==> config.mk <==
export PLATFORM = sky130hd
export DESIGN_NAME = pdc_pll_config
export DESIGN_NICKNAME = d
export VERILOG_FILES = /design/src/pdc_pkg.sv /design/src/pdc_ref_divider.sv /design/src/pdc_feedback_divider.sv /design/src/pdc_pll_config.sv
export VERILOG_INCLUDE_DIRS = /design/src
export SDC_FILE = /design/constraint.sdc
export NUM_CORES = 1
export LEC_CHECK = 0
export BUFFER_PORTS_ARGS = -buffer_cell sky130_fd_sc_hd__buf_4
export CAP_MARGIN = 20
export CORE_MARGIN = 2
export CORE_UTILIZATION = 25
export CTS_CLUSTER_SIZE = 16
export DETAILED_ROUTE_END_ITERATION = 6
export GPL_TIMING_DRIVEN = 1
export PLACE_DENSITY_LB_ADDON = 0.08
export SLEW_MARGIN = 20
export SYNTH_ARGS = -nofsm -noshare
export SYNTH_HDL_FRONTEND = slang
export SYNTH_SLANG_ARGS = --single-unit
==> constraint.sdc <==
create_clock -name clk -period 3.8 [get_ports clk]
set_clock_uncertainty 0.05 [all_clocks]
set_input_delay 1.14 -clock clk [delete_from_list [all_inputs] [get_ports clk]]
set_output_delay 1.14 -clock clk [all_outputs]
set_load 0.05 [all_outputs]
==> src/pdc_defines.svh <==
// Purpose: Offsets, field positions, reset values and sizes of the PLL divider configuration
// Assumes: Register index times four gives the APB byte address
// Notes: Definitions only
`ifndef PDC_DEFINES_SVH
`define PDC_DEFINES_SVH

`define PDC_IDX_PLL_CTRL 6'h10
`define PDC_IDX_REF_LOW 6'h11
`define PDC_IDX_REF_HIGH 6'h12
`define PDC_IDX_SWALLOW 6'h13
`define PDC_IDX_MAIN_LOW 6'h14
`define PDC_IDX_MAIN_HIGH 6'h15
`define PDC_IDX_LOOP_CTRL 6'h16
`define PDC_IDX_STATUS_SEL 6'h17
`define PDC_IDX_DIV_STATE 6'h18
`define PDC_IDX_STATUS_GATE 6'h1D

`define PDC_RST_PLL_CTRL 8'h7D
`define PDC_RST_REF_LOW 8'h01
`define PDC_RST_REF_HIGH 8'h00
`define PDC_RST_SWALLOW 8'h00
`define PDC_RST_MAIN_LOW 8'h03
`define PDC_RST_MAIN_HIGH 8'h00
`define PDC_RST_LOOP_CTRL 8'h06
`define PDC_RST_STATUS_SEL 8'h00
`define PDC_RST_STATUS_GATE 8'h00

`define PDC_BIT_MIDRAIL 7
`define PDC_BIT_RST_REF 6
`define PDC_BIT_RST_FB 5
`define PDC_BIT_RST_ALL 4
`define PDC_BIT_BYPASS 3
`define PDC_BIT_STATUS_GATE 7

`define PDC_REF_WIDTH 14
`define PDC_SWALLOW_WIDTH 6
`define PDC_MAIN_WIDTH 13
`define PDC_PRE_WIDTH 6

`define PDC_SEL_GROUND 6'h00
`define PDC_SEL_FB_OUT 6'h01
`define PDC_SEL_REF_OUT 6'h02
`define PDC_SEL_SWALLOW_OUT 6'h03
`define PDC_SEL_PRE_OUT 6'h04
`define PDC_SEL_SUPPLY 6'h30

`endif

==> src/pdc_pkg.sv <==
// Purpose: Types and shared decode for the PLL divider configuration
// Assumes: pdc_defines.svh is on the include path
// Notes: Prescaler decode is used by the feedback divider only; the top uses the power mode type
`include "pdc_defines.svh"

package pdc_pkg;

  typedef enum logic [1:0] {
    PDC_PWR_NORMAL = 2'h0,
    PDC_PWR_ASYNC_DOWN = 2'h1,
    PDC_PWR_UNUSED = 2'h2,
    PDC_PWR_SYNC_DOWN = 2'h3
  } pdc_power_t;

  typedef logic [2:0] pdc_pre_code_t;

  // Lower modulus of the prescaler
  function automatic logic [`PDC_PRE_WIDTH-1:0] pdcPreModulus(input pdc_pre_code_t code);
    logic [`PDC_PRE_WIDTH-1:0] m;
    m = 6'h01;
    unique case (code)
      3'h0: m = 6'h01;
      3'h1: m = 6'h02;
      3'h2: m = 6'h02;
      3'h3: m = 6'h04;
      3'h4: m = 6'h08;
      3'h5: m = 6'h10;
      3'h6: m = 6'h20;
      3'h7: m = 6'h03;
    endcase
    return m;
  endfunction

  // Dual-modulus codes are 010 to 110
  function automatic logic pdcIsDualModulus(input pdc_pre_code_t code);
    return (code >= 3'h2) && (code <= 3'h6);
  endfunction

endpackage

==> src/pdc_ref_divider.sv <==
// Purpose: Reference divider counting reference ticks
// Assumes: tick is a one-cycle enable on clk
// Notes: A divide value of zero acts as one
`timescale 1ns/100ps
`default_nettype none
`include "pdc_defines.svh"

module pdc_ref_divider #(
  parameter int WIDTH = `PDC_REF_WIDTH
) (
  input wire logic clk,
  input wire logic rst_b,
  input wire logic clear,
  input wire logic tick,
  input wire logic [WIDTH-1:0] divide,
  output logic pulse
);
  import pdc_pkg::*;

  logic [WIDTH-1:0] count_q;
  logic [WIDTH-1:0] last;

  assign last = (divide == '0) ? '0 : divide - WIDTH'(1);

  always_ff @(posedge clk or negedge rst_b) begin
    if (!rst_b) begin
      count_q <= '0;
    end else if (clear) begin
      count_q <= '0;
    end else if (tick) begin
      count_q <= (count_q >= last) ? '0 : count_q + WIDTH'(1);
    end
  end

  always_ff @(posedge clk or negedge rst_b) begin
    if (!rst_b) begin
      pulse <= 1'b0;
    end else begin
      pulse <= !clear && tick && (count_q >= last);
    end
  end

endmodule
`default_nettype wire

==> src/pdc_feedback_divider.sv <==
// Purpose: Feedback divider of prescaler, swallow counter and main counter
// Assumes: tick is a one-cycle enable on clk from the oscillator
// Notes: Ratio is lower modulus times main count (taken as one in bypass), plus swallow count in dual-modulus codes
`timescale 1ns/100ps
`default_nettype none
`include "pdc_defines.svh"

module pdc_feedback_divider #(
  parameter int SW_WIDTH = `PDC_SWALLOW_WIDTH,
  parameter int MAIN_WIDTH = `PDC_MAIN_WIDTH
) (
  input wire logic clk,
  input wire logic rst_b,
  input wire logic clear,
  input wire logic tick,
  input wire pdc_pkg::pdc_pre_code_t preCode,
  input wire logic bypass,
  input wire logic [SW_WIDTH-1:0] swallow,
  input wire logic [MAIN_WIDTH-1:0] mainCount,
  output logic prePulse,
  output logic swallowPulse,
  output logic fbPulse
);
  import pdc_pkg::*;

  logic [`PDC_PRE_WIDTH-1:0] preCount_q;
  logic [SW_WIDTH-1:0] swCount_q;
  logic [MAIN_WIDTH-1:0] mainCount_q;
  logic dual;
  logic swallowing;
  logic [`PDC_PRE_WIDTH-1:0] preLast;
  logic [MAIN_WIDTH-1:0] mainLast;
  logic preWrap;
  logic mainWrap;

  assign dual = pdcIsDualModulus(preCode);
  assign swallowing = dual && (swallow != '0) && (swCount_q < swallow);
  assign preLast = swallowing ? pdcPreModulus(preCode) : pdcPreModulus(preCode) - 6'h01;
  assign mainLast = (bypass || mainCount == '0) ? '0 : mainCount - MAIN_WIDTH'(1);
  assign preWrap = tick && (preCount_q >= preLast);
  assign mainWrap = preWrap && (mainCount_q >= mainLast);

  always_ff @(posedge clk or negedge rst_b) begin
    if (!rst_b) begin
      preCount_q <= '0;
    end else if (clear) begin
      preCount_q <= '0;
    end else if (tick) begin
      preCount_q <= preWrap ? '0 : preCount_q + 6'h01;
    end
  end

  always_ff @(posedge clk or negedge rst_b) begin
    if (!rst_b) begin
      mainCount_q <= '0;
      swCount_q <= '0;
    end else if (clear || mainWrap) begin
      mainCount_q <= '0;
      swCount_q <= '0;
    end else if (preWrap) begin
      mainCount_q <= mainCount_q + MAIN_WIDTH'(1);
      swCount_q <= swallowing ? swCount_q + SW_WIDTH'(1) : swCount_q;
    end
  end

  always_ff @(posedge clk or negedge rst_b) begin
    if (!rst_b) begin
      prePulse <= 1'b0;
      swallowPulse <= 1'b0;
      fbPulse <= 1'b0;
    end else begin
      prePulse <= !clear && preWrap;
      swallowPulse <= !clear && preWrap && swallowing && (swCount_q + SW_WIDTH'(1) == swallow);
      fbPulse <= !clear && mainWrap;
    end
  end

endmodule
`default_nettype wire

==> src/pdc_pll_config.sv <==
// Purpose: APB register block and divider control of a PLL synthesizer
// Assumes: refIn and vcoIn are slow pins sampled by clk; zero-wait APB
// Notes: Byte address is register index times four
//
// The APB register port was left to the implementer.
`timescale 1ns/100ps
`default_nettype none
`include "pdc_defines.svh"

module pdc_pll_config (
  input wire logic clk,
  input wire logic rst_b,
  input wire logic psel,
  input wire logic penable,
  input wire logic pwrite,
  input wire logic [7:0] paddr,
  input wire logic [31:0] pwdata,
  output logic [31:0] prdata,
  output logic pready,
  output logic pslverr,
  input wire logic refIn,
  input wire logic vcoIn,
  output logic loopRunning,
  output logic powerDownAsync,
  output logic powerDownSync,
  output logic chargePumpMidrail,
  output logic refDivPulse,
  output logic fbDivPulse,
  output logic statusOut
);
  import pdc_pkg::*;

  logic [7:0] pllCtrl_q;
  logic [7:0] refLow_q;
  logic [7:0] refHigh_q;
  logic [7:0] swallow_q;
  logic [7:0] mainLow_q;
  logic [7:0] mainHigh_q;
  logic [7:0] loopCtrl_q;
  logic [7:0] statusSel_q;
  logic [7:0] statusGate_q;
  logic refTog_q;
  logic fbTog_q;
  logic [2:0] refSync_q;
  logic [2:0] vcoSync_q;
  logic [7:0] rdByte;
  logic mapped;
  logic wrEn;
  logic refTick;
  logic vcoTick;
  logic refClear;
  logic fbClear;
  logic refPulse;
  logic prePulse;
  logic swallowPulse;
  logic fbPulse;
  logic statusSig;
  pdc_power_t powerMode;

  function automatic logic isReg(input logic [7:0] addr, input logic [5:0] idx);
    return addr == {idx, 2'b00};
  endfunction

  assign mapped = isReg(paddr, `PDC_IDX_PLL_CTRL) || isReg(paddr, `PDC_IDX_REF_LOW)
    || isReg(paddr, `PDC_IDX_REF_HIGH) || isReg(paddr, `PDC_IDX_SWALLOW)
    || isReg(paddr, `PDC_IDX_MAIN_LOW) || isReg(paddr, `PDC_IDX_MAIN_HIGH)
    || isReg(paddr, `PDC_IDX_LOOP_CTRL) || isReg(paddr, `PDC_IDX_STATUS_SEL)
    || isReg(paddr, `PDC_IDX_DIV_STATE) || isReg(paddr, `PDC_IDX_STATUS_GATE);

  assign pready = psel && penable;
  assign pslverr = psel && penable && !mapped;
  assign wrEn = psel && penable && pwrite && mapped;

  // PLL control byte
  always_ff @(posedge clk or negedge rst_b) begin
    if (!rst_b) begin
      pllCtrl_q <= `PDC_RST_PLL_CTRL;
    end else if (wrEn && isReg(paddr, `PDC_IDX_PLL_CTRL)) begin
      pllCtrl_q <= pwdata[7:0];
    end
  end

  always_ff @(posedge clk or negedge rst_b) begin
    if (!rst_b) begin
      refLow_q <= `PDC_RST_REF_LOW;
    end else if (wrEn && isReg(paddr, `PDC_IDX_REF_LOW)) begin
      refLow_q <= pwdata[7:0];
    end
  end

  always_ff @(posedge clk or negedge rst_b) begin
    if (!rst_b) begin
      refHigh_q <= `PDC_RST_REF_HIGH;
    end else if (wrEn && isReg(paddr, `PDC_IDX_REF_HIGH)) begin
      refHigh_q <= {2'b00, pwdata[5:0]};
    end
  end

  always_ff @(posedge clk or negedge rst_b) begin
    if (!rst_b) begin
      swallow_q <= `PDC_RST_SWALLOW;
    end else if (wrEn && isReg(paddr, `PDC_IDX_SWALLOW)) begin
      swallow_q <= {2'b00, pwdata[5:0]};
    end
  end

  always_ff @(posedge clk or negedge rst_b) begin
    if (!rst_b) begin
      mainLow_q <= `PDC_RST_MAIN_LOW;
    end else if (wrEn && isReg(paddr, `PDC_IDX_MAIN_LOW)) begin
      mainLow_q <= pwdata[7:0];
    end
  end

  always_ff @(posedge clk or negedge rst_b) begin
    if (!rst_b) begin
      mainHigh_q <= `PDC_RST_MAIN_HIGH;
    end else if (wrEn && isReg(paddr, `PDC_IDX_MAIN_HIGH)) begin
      mainHigh_q <= {3'b000, pwdata[4:0]};
    end
  end

  // Loop divider control byte
  always_ff @(posedge clk or negedge rst_b) begin
    if (!rst_b) begin
      loopCtrl_q <= `PDC_RST_LOOP_CTRL;
    end else if (wrEn && isReg(paddr, `PDC_IDX_LOOP_CTRL)) begin
      loopCtrl_q <= pwdata[7:0];
    end
  end

  // Status gate bit only
  always_ff @(posedge clk or negedge rst_b) begin
    if (!rst_b) begin
      statusGate_q <= `PDC_RST_STATUS_GATE;
    end else if (wrEn && isReg(paddr, `PDC_IDX_STATUS_GATE)) begin
      statusGate_q <= {pwdata[7], 7'h00};
    end
  end

  always_ff @(posedge clk or negedge rst_b) begin
    if (!rst_b) begin
      statusSel_q <= `PDC_RST_STATUS_SEL;
    end else if (wrEn && isReg(paddr, `PDC_IDX_STATUS_SEL)
        && !statusGate_q[`PDC_BIT_STATUS_GATE]) begin
      statusSel_q <= {pwdata[7:2], 2'b00};
    end
  end

  always_comb begin
    rdByte = 8'h00;
    if (isReg(paddr, `PDC_IDX_PLL_CTRL)) rdByte = pllCtrl_q;
    if (isReg(paddr, `PDC_IDX_REF_LOW)) rdByte = refLow_q;
    if (isReg(paddr, `PDC_IDX_REF_HIGH)) rdByte = refHigh_q;
    if (isReg(paddr, `PDC_IDX_SWALLOW)) rdByte = swallow_q;
    if (isReg(paddr, `PDC_IDX_MAIN_LOW)) rdByte = mainLow_q;
    if (isReg(paddr, `PDC_IDX_MAIN_HIGH)) rdByte = mainHigh_q;
    if (isReg(paddr, `PDC_IDX_LOOP_CTRL)) rdByte = loopCtrl_q;
    if (isReg(paddr, `PDC_IDX_STATUS_SEL)) rdByte = statusSel_q;
    if (isReg(paddr, `PDC_IDX_DIV_STATE)) rdByte = {5'h00, fbTog_q, refTog_q, loopRunning};
    if (isReg(paddr, `PDC_IDX_STATUS_GATE)) rdByte = statusGate_q;
  end

  // Read data captured in setup phase
  always_ff @(posedge clk or negedge rst_b) begin
    if (!rst_b) begin
      prdata <= 32'h0000_0000;
    end else if (psel && !penable && !pwrite) begin
      prdata <= {24'h000000, rdByte};
    end
  end

  // Pin synchronisers and edge detect
  always_ff @(posedge clk or negedge rst_b) begin
    if (!rst_b) begin
      refSync_q <= 3'h0;
      vcoSync_q <= 3'h0;
    end else begin
      refSync_q <= {refSync_q[1:0], refIn};
      vcoSync_q <= {vcoSync_q[1:0], vcoIn};
    end
  end

  assign refTick = refSync_q[1] && !refSync_q[2];
  assign vcoTick = vcoSync_q[1] && !vcoSync_q[2];

  assign powerMode = pdc_power_t'(pllCtrl_q[1:0]);
  assign refClear = !loopRunning || loopCtrl_q[`PDC_BIT_RST_REF] || loopCtrl_q[`PDC_BIT_RST_ALL];
  assign fbClear = !loopRunning || loopCtrl_q[`PDC_BIT_RST_FB] || loopCtrl_q[`PDC_BIT_RST_ALL];

  always_ff @(posedge clk or negedge rst_b) begin
    if (!rst_b) begin
      loopRunning <= 1'b0;
      powerDownAsync <= 1'b1;
      powerDownSync <= 1'b0;
    end else begin
      loopRunning <= powerMode == PDC_PWR_NORMAL;
      powerDownAsync <= powerMode == PDC_PWR_ASYNC_DOWN;
      powerDownSync <= powerMode == PDC_PWR_SYNC_DOWN;
    end
  end

  always_ff @(posedge clk or negedge rst_b) begin
    if (!rst_b) begin
      chargePumpMidrail <= 1'b0;
    end else begin
      chargePumpMidrail <= loopCtrl_q[`PDC_BIT_MIDRAIL];
    end
  end

  pdc_ref_divider #(
    .WIDTH(`PDC_REF_WIDTH)
  ) refDiv (
    .clk(clk),
    .rst_b(rst_b),
    .clear(refClear),
    .tick(refTick),
    .divide({refHigh_q[5:0], refLow_q}),
    .pulse(refPulse)
  );

  pdc_feedback_divider #(
    .SW_WIDTH(`PDC_SWALLOW_WIDTH),
    .MAIN_WIDTH(`PDC_MAIN_WIDTH)
  ) fbDiv (
    .clk(clk),
    .rst_b(rst_b),
    .clear(fbClear),
    .tick(vcoTick),
    .preCode(loopCtrl_q[2:0]),
    .bypass(loopCtrl_q[`PDC_BIT_BYPASS]),
    .swallow(swallow_q[5:0]),
    .mainCount({mainHigh_q[4:0], mainLow_q}),
    .prePulse(prePulse),
    .swallowPulse(swallowPulse),
    .fbPulse(fbPulse)
  );

  // Reference pulse and toggle
  always_ff @(posedge clk or negedge rst_b) begin
    if (!rst_b) begin
      refDivPulse <= 1'b0;
      refTog_q <= 1'b0;
    end else begin
      refDivPulse <= refPulse;
      refTog_q <= refTog_q ^ refPulse;
    end
  end

  // Feedback pulse and toggle
  always_ff @(posedge clk or negedge rst_b) begin
    if (!rst_b) begin
      fbDivPulse <= 1'b0;
      fbTog_q <= 1'b0;
    end else begin
      fbDivPulse <= fbPulse;
      fbTog_q <= fbTog_q ^ fbPulse;
    end
  end

  always_comb begin
    statusSig = 1'b0;
    unique case (statusSel_q[7:2])
      `PDC_SEL_FB_OUT: statusSig = fbPulse;
      `PDC_SEL_REF_OUT: statusSig = refPulse;
      `PDC_SEL_SWALLOW_OUT: statusSig = swallowPulse;
      `PDC_SEL_PRE_OUT: statusSig = prePulse;
      `PDC_SEL_SUPPLY: statusSig = 1'b1;
      default: statusSig = 1'b0;
    endcase
  end

  always_ff @(posedge clk or negedge rst_b) begin
    if (!rst_b) begin
      statusOut <= 1'b0;
    end else begin
      statusOut <= statusSig;
    end
  end

endmodule
`default_nettype wire

==> results of run 1 <==
area by class of cell:
type	instances	area (um^2)	area share
multi-input combinational	633	4410	0.471
sequential	122	3070	0.328
timing repair buffer	89	697	0.0745
tap	396	495	0.0530
clock buffer	19	443	0.0473
clock inverter	13	144	0.0154
inverter	26	97.6	0.0104
cell usage in the layout, fill, tap and decap left out, types with 11 or more instances in the layout:
cell type,n
buf_4,86
mux2i_1,11
nor2_1,72
nor3_1,25
a21oi_1,26
nand4_1,14
dfstp_2,12
dfrtp_1,110
conb_1,24
nand2_1,85
a21o_1,13
o21ai_0,32
xor2_1,25
nand2b_1,12
clkbuf_16,17
inv_1,26
xnor2_1,22
nand3_1,26
mux2_2,55
ha_1,52
through the flow:
stage / worst slack, ns / total power (W) / hold slack [ns] / utilization
after floorplan: 0.165 / 0.00192 / 0.281 / -
after global placement: 0.0498 / 0.00220 / 0.285 / 0.286
after detailed placement: 0.0258 / 0.00219 / 0.290 / 0.286
after CTS: 0.00595 / 0.00389 / 0.302 / 0.305
after global routing: 0.00133 / 0.00404 / 0.304 / 0.307
final: 0.250 / 0.00382 / 0.297 / 0.307
sequential cells by signal, indices dropped and copies added (netlist names), 8 cells and up:
signal and flops:
mainLow_q 8, pllCtrl_q 8, prdata 8, refLow_q 8
loopCtrl_q 8, refDiv.count_q 14, fbDiv.mainCount_q 13
cells in the mapped netlist (12+ instances only):
cell type	number
dfrtp_1	110
nand2_1	85
nor2_1	73
mux2_2	55
ha_1	52
o21ai_0	33
a21oi_1	27
inv_1	26
nand3_1	26
nor3_1	26
xor2_1	25
buf_4	24
xnor2_1	22
clkbuf_1	18
nand4_1	14
a21o_1	13
dfstp_2	12
nand2b_1	12
cells by family (layout without fill, tap and decap cells):
kind of cell | count (synthesis) | in the layout | share of synthesized area
buffers and inverters | 74 | 147 | 0.0482
multiplexers | 68 | 68 | 0.100
other | 1 | 24 | 0.000487
flip-flops | 122 | 122 | 0.398
adder cells (fa/ha/maj) | 52 | 52 | 0.0844
XOR/XNOR | 47 | 47 | 0.0534
AND/OR/NAND/NOR | 308 | 308 | 0.200
AO/OA/AOI/OAI | 134 | 134 | 0.115
repair_timing:
| action | CTS | global route |
|---|---|---|
| setup buffers | 0 | 0 |
| gates resized for setup | 0 | 12 |
| setup endpoints to repair | 0 | 36 |
power breakdown:
part / switching (W) / internal [W] / leakage [nW] / total, W
logic: 0.000454 / 0.000267 / 2.41 / 0.000722
clock network: 0.000669 / 0.000988 / 0.288 / 0.00166
registers: 0.0000762 / 0.00137 / 1.62 / 0.00145
total: 0.00120 / 0.00263 / 4.32 / 0.00382
how the worst max path moves through the flow:
stage | end | depth (start not counted)
after global placement | refDiv.count_q[11]$_DFFE_PN0P_ | 14
after global routing | fbDiv.swCount_q[3]$_DFFE_PN0P_ | 15
after floorplan | pslverr | 5
after CTS | refDiv.count_q[11]$_DFFE_PN0P_ | 13
after detailed placement | refDiv.count_q[11]$_DFFE_PN0P_ | 13
final | fbDiv.swCount_q[3]$_DFFE_PN0P_ | 12
critical path, delay by kind of cell, from the launching register on:
| kind | cells | cell delay [ns] |
|---|---|---|
| buffers and inverters | 1 | 0.17 |
| AND/OR/NAND/NOR | 5 | 1.21 |
| AO/OA/AOI/OAI | 5 | 1.32 |
| flip-flops | 1 | 0.42 |
| adder cells (fa/ha/maj) | 1 | 0.27 |
layer usage:
metal	share of wire	vias up
li1	-	3026
met1	0.52	2972
met2	0.45	93
met3	0.022	15
met4	0.013	0
met5	0	-
==> impl_metrics.toml, run 1 <==
[status]
outcome = "complete, no violations"

[run]
cap_violations = 0

[placement]
place.gp.congestion = 0.776
dpl.hpwl_mm = 18.0
place_area_um2 = 8710
placedCellCount = 1266
port_buffers = 39

[cells_and_area]
layout.cells.non_filler = 1298
fin_area_um2 = 9360
fillers = 3216
drive_above_1_share = 0.233
syn_to_final_growth_pct = 21.4
fin_nets = 988
antenna_cells = 0

[drt]
firstDrtPassIters = 6
post_drt_wl_per_cell_um = 18.8
drtIter0Drc = 306
vias = 6106
route.detailed.drc = 0
wl_mm = 24.4
viasPerCell = 4.70
final_antenna_net_count = 0

[synth]
synth_area_per_cell_um2 = 9.56
yosysSeqAreaShare = 0.398
ys_types = 68
synth_ff_type = "dfrtp_1"
syn_area_um2 = 7710
async_reset_ff_frac = 1.00
syn_inst = 806
synth_area_leaders = "dfrtp_1 36%, ha_1 8.4%, mux2_2 8.0%"
ys_seq_elements = 122
synth_top_cell_by_area = "dfrtp_1"
yosysTopAreaCellShare = 0.357
yosys_warnings = 0
synth_edf_count = 0

[critical_path]
r2r_cells = 12
cp_data_arrival_time_ns = 3.81
r2r_start = "swallow_q[3]$_DFFE_PN0P_"
critPathLaunchType = "flop"
cp_common_cell = "nor2_1"
cp.required_ns = 4.06
cpMaxStageDelayCell = "or4_1"
path_cells = "or4_1, o31ai_1, buf_4, nor2_1, or3_1, a31oi_1, ha_1, o2111a_1, a21oi_1, nor2_1, and3_1, a221o_1"
critPathMaxStageDelay_ns = 0.54
crit_type = "flop to flop"
crit_fanout = 4
ff2ff_setup_slack_ns = 0.25
setup.worst_path.start = "swallow_q[3]$_DFFE_PN0P_"
end_kind = "flop"
r2r_end = "fbDiv.swCount_q[3]$_DFFE_PN0P_"

[sta]
fin_crit_sh = 0.934
finalSetupTns_ns = 0
final_hold_viol_count = 0
relSlewSlack = 0.568
maxClockFrequency_ghz = 0.282
final.min_clock_period_ns = 3.55
setup_viol = 0
rsz0062_at_grt = "false"
tightest_slew_ns = 0.648
drv_slew = 0

[global_route]
grt_pass1_vias = 6150
met2_usage = 0.234
met1_usage = 0.225
grt.overflow.total = 0
grt_pass1_wl_mm = 38.1
antenna_found_initial = 1
grt_usage = 0.154
grt_use_met3 = 0.0271
grt_max_degree = 64
busiest_layer = "met2"

[floorplan]
dieArea_um2 = 32300
num_rows = 64
core_area_um2 = 30500
ioPinCount = 88
die_y_um = 180
initial_core_util = 0.253
die_x_um = 180

[worst_hold_path]
holdPathStages = 0
holdCritStartpoint = "refSync_q[0]$_DFF_PN0_"
hold_path_class = "flop to flop"
holdPathEnd = "refSync_q[1]$_DFF_PN0_"

[clock_network]
numCtsBuffers = 17
clkSlewWorstSetupHoldPaths_ns = 0.07
clkLatencyLatePin_ns = 0.43
tritoncts = "yes"
clock-sinks = 122
hold_buffers = 0
htree_levels = 4
clock_path_buffers = 2
root_buffer = "clkbuf_16"

[pwr]
p_leak_nw = 4.32
ir_drop_uv = 295
power_per_cell_area_nw_per_um2 = 409
(Power assumes the default switching activity.)
==> inputs of run 2 (changes only) <==
Settings changed: CTS_BUF_LIST set to sky130_fd_sc_hd__clkbuf_4 sky130_fd_sc_hd__clkbuf_8 sky130_fd_sc_hd__clkbuf_16.
==> run 2 against run 1 <==
Final area about the same; clock power about the same; sequential cell count unchanged; critical endpoint unchanged; register-to-register slack about the same; wire length up 0.14%.
==> impl_metrics.toml, run 2 (same netlist as run 1, synthesis figures left out) <==
[pwr]
switching_share = 0.313
p_comb_frac = 0.189
sequentialPowerShare = 0.377
ir_drop_uv = 295
p_leak_nw = 4.32
power_switching_w = 0.00120
clkPwrFrac = 0.434
power_per_cell_area_nw_per_um2 = 409
p_int_w = 0.00263

[cells_and_area]
drive_above_1_share = 0.234
mostFrequentLayoutCells = "110 x dfrtp_1, 86 x buf_4, 85 x nand2_1, 72 x nor2_1, 55 x mux2_2"
antenna_cells = 0
syn_to_final_growth_pct = 21.4
top_register = "refDiv.count_q"
mostFrequentLayoutCell = "dfrtp_1"
largest_reg_flops = 14
fin_nets = 988
postLayoutCoreUtil = 0.307
reg_top3 = "refDiv.count_q: 14 flops, fbDiv.mainCount_q: 13 flops"

[clock_network]
clock_path_buffers = 2
numCtsBuffers = 17
clkSlewWorstSetupHoldPaths_ns = 0.07
clkLatencyLatePin_ns = 0.43
root_buffer = "clkbuf_16"
clock-sinks = 122
post_cts.repair.setup_buffers = 0
htree_levels = 4
tritoncts = "yes"

[critical_path]
cp.required_ns = 4.06
critPathLaunchType = "flop"
r2r_start = "swallow_q[3]$_DFFE_PN0P_"
r2r_cells = 12
ff2ff_setup_slack_ns = 0.25
cp_data_arrival_time_ns = 3.81
r2r_end = "fbDiv.swCount_q[3]$_DFFE_PN0P_"
crit_type = "flop to flop"
crit_fanout = 4
end_kind = "flop"

[placement]
pre_cts_ws_ns = 0.0258
port_buffers = 39
place.gp.congestion = 0.776
dpl.hpwl_mm = 18.0

[run]
cap_violations = 0

[floorplan]
initial_core_util = 0.253
die_y_um = 180
num_rows = 64
core_area_um2 = 30500
dieArea_um2 = 32300
die_x_um = 180
ioPinCount = 88

[drt]
viasPerCell = 4.72
drtIter0Drc = 319
final_antenna_net_count = 0
route.detailed.drc = 0
firstDrtPassIters = 5
wl_mm = 24.4
vias = 6123
post_drt_wl_per_cell_um = 18.8

[sta]
drv_slew = 0
hold_ws_ns = 0.297
relSlewSlack = 0.565
setup_ws_ns = 0.248
rsz0062_at_grt = "false"
setup_viol = 0
maxClockFrequency_ghz = 0.282
finalSetupTns_ns = 0
final_hold_viol_count = 0
fin_crit_sh = 0.935
tightest_slew_ns = 0.646
final.min_clock_period_ns = 3.55

[worst_hold_path]
hold_path_class = "flop to flop"
holdPathStages = 0
holdPathEnd = "refSync_q[1]$_DFF_PN0_"
holdCritStartpoint = "refSync_q[0]$_DFF_PN0_"

[global_route]
antenna_found_initial = 1
grt_pass1_vias = 6147
grt.overflow.total = 0
grt_max_degree = 64
grt_usage = 0.154
grt_pass1_wl_mm = 38.1

[status]
outcome = "complete, no violations"
-- run 2: through the flow --
stage / std cells / total power [W] / instance area [um^2]
6_report: 1298 / 0.00383 / 9360
5_1_grt: 1298 / 0.00405 / 9360
4_1_cts: 1298 / 0.00390 / 9300
3_5_place_dp: 1266 / 0.00219 / 8710
3_3_place_gp: 1266 / 0.00220 / 8710
2_1_floorplan: 829 / 0.00192 / 7790
-- run 2: worst max-delay path by stage --
stage / startpoint / endpoint / slack, ns / cells after the start
finish: swallow_q[3]$_DFFE_PN0P_ / fbDiv.swCount_q[3]$_DFFE_PN0P_ / 0.25 / 12
global route: loopCtrl_q[1]$_DFFE_PN1P_ / fbDiv.swCount_q[3]$_DFFE_PN0P_ / 0.002 / 15
CTS: refLow_q[3]$_DFFE_PN0P_ / refDiv.count_q[11]$_DFFE_PN0P_ / 0.006 / 13
detailed placement: refLow_q[3]$_DFFE_PN0P_ / refDiv.count_q[11]$_DFFE_PN0P_ / 0.03 / 13
global placement: refLow_q[3]$_DFFE_PN0P_ / refDiv.count_q[11]$_DFFE_PN0P_ / 0.05 / 14
floorplan: paddr[2] / pslverr / 0.17 / 5
-- run 2: power groups by stage --
stage / logic, W / clock network [W] / registers [W]
6_report: 0.000723 / 0.00166 / 0.00145
2_1_floorplan: 0.000453 / 0 / 0.00146
4_1_cts: 0.000728 / 0.00172 / 0.00145
3_3_place_gp: 0.000726 / 0 / 0.00147
3_5_place_dp: 0.000726 / 0 / 0.00147
5_1_grt: 0.000815 / 0.00178 / 0.00146
-- run 2: final cells by class --
| cell class | count | area (um^2) |
|---|---|---|
| tap | 396 | 495 |
| clock inverter | 13 | 144 |
| inverter | 26 | 97.6 |
| sequential | 122 | 3070 |
| clock buffer | 19 | 447 |
| fill | 3216 | 21200 |
| timing repair buffer | 89 | 697 |
| multi-input combinational | 633 | 4410 |
-- run 2: repair_timing --
item                                    4_1_cts  5_1_grt
endpoints found under the setup margin        0       36
resized for setup                             0       12
hold buffers                                  0        0
-- run 2: worst max-delay path, stage by stage, from the launching register on --
cell	delay [ns]
dfrtp_1	0.42
or4_1	0.54
o31ai_1	0.20
buf_4	0.17
nor2_1	0.07
or3_1	0.31
a31oi_1	0.24
ha_1	0.27
o2111a_1	0.29
a21oi_1	0.28
nor2_1	0.09
and3_1	0.20
a221o_1	0.31
-- run 2: routing by layer --
layer / global-route usage / vias to the layer above / part of all wire
met1: 0.225 / 2980 / 0.51
li1: - / 3024 / -
met3: 0.0271 / 17 / 0.026
met4: 0.0426 / 0 / 0.014
met2: 0.234 / 102 / 0.45
met5: 0 / - / 0
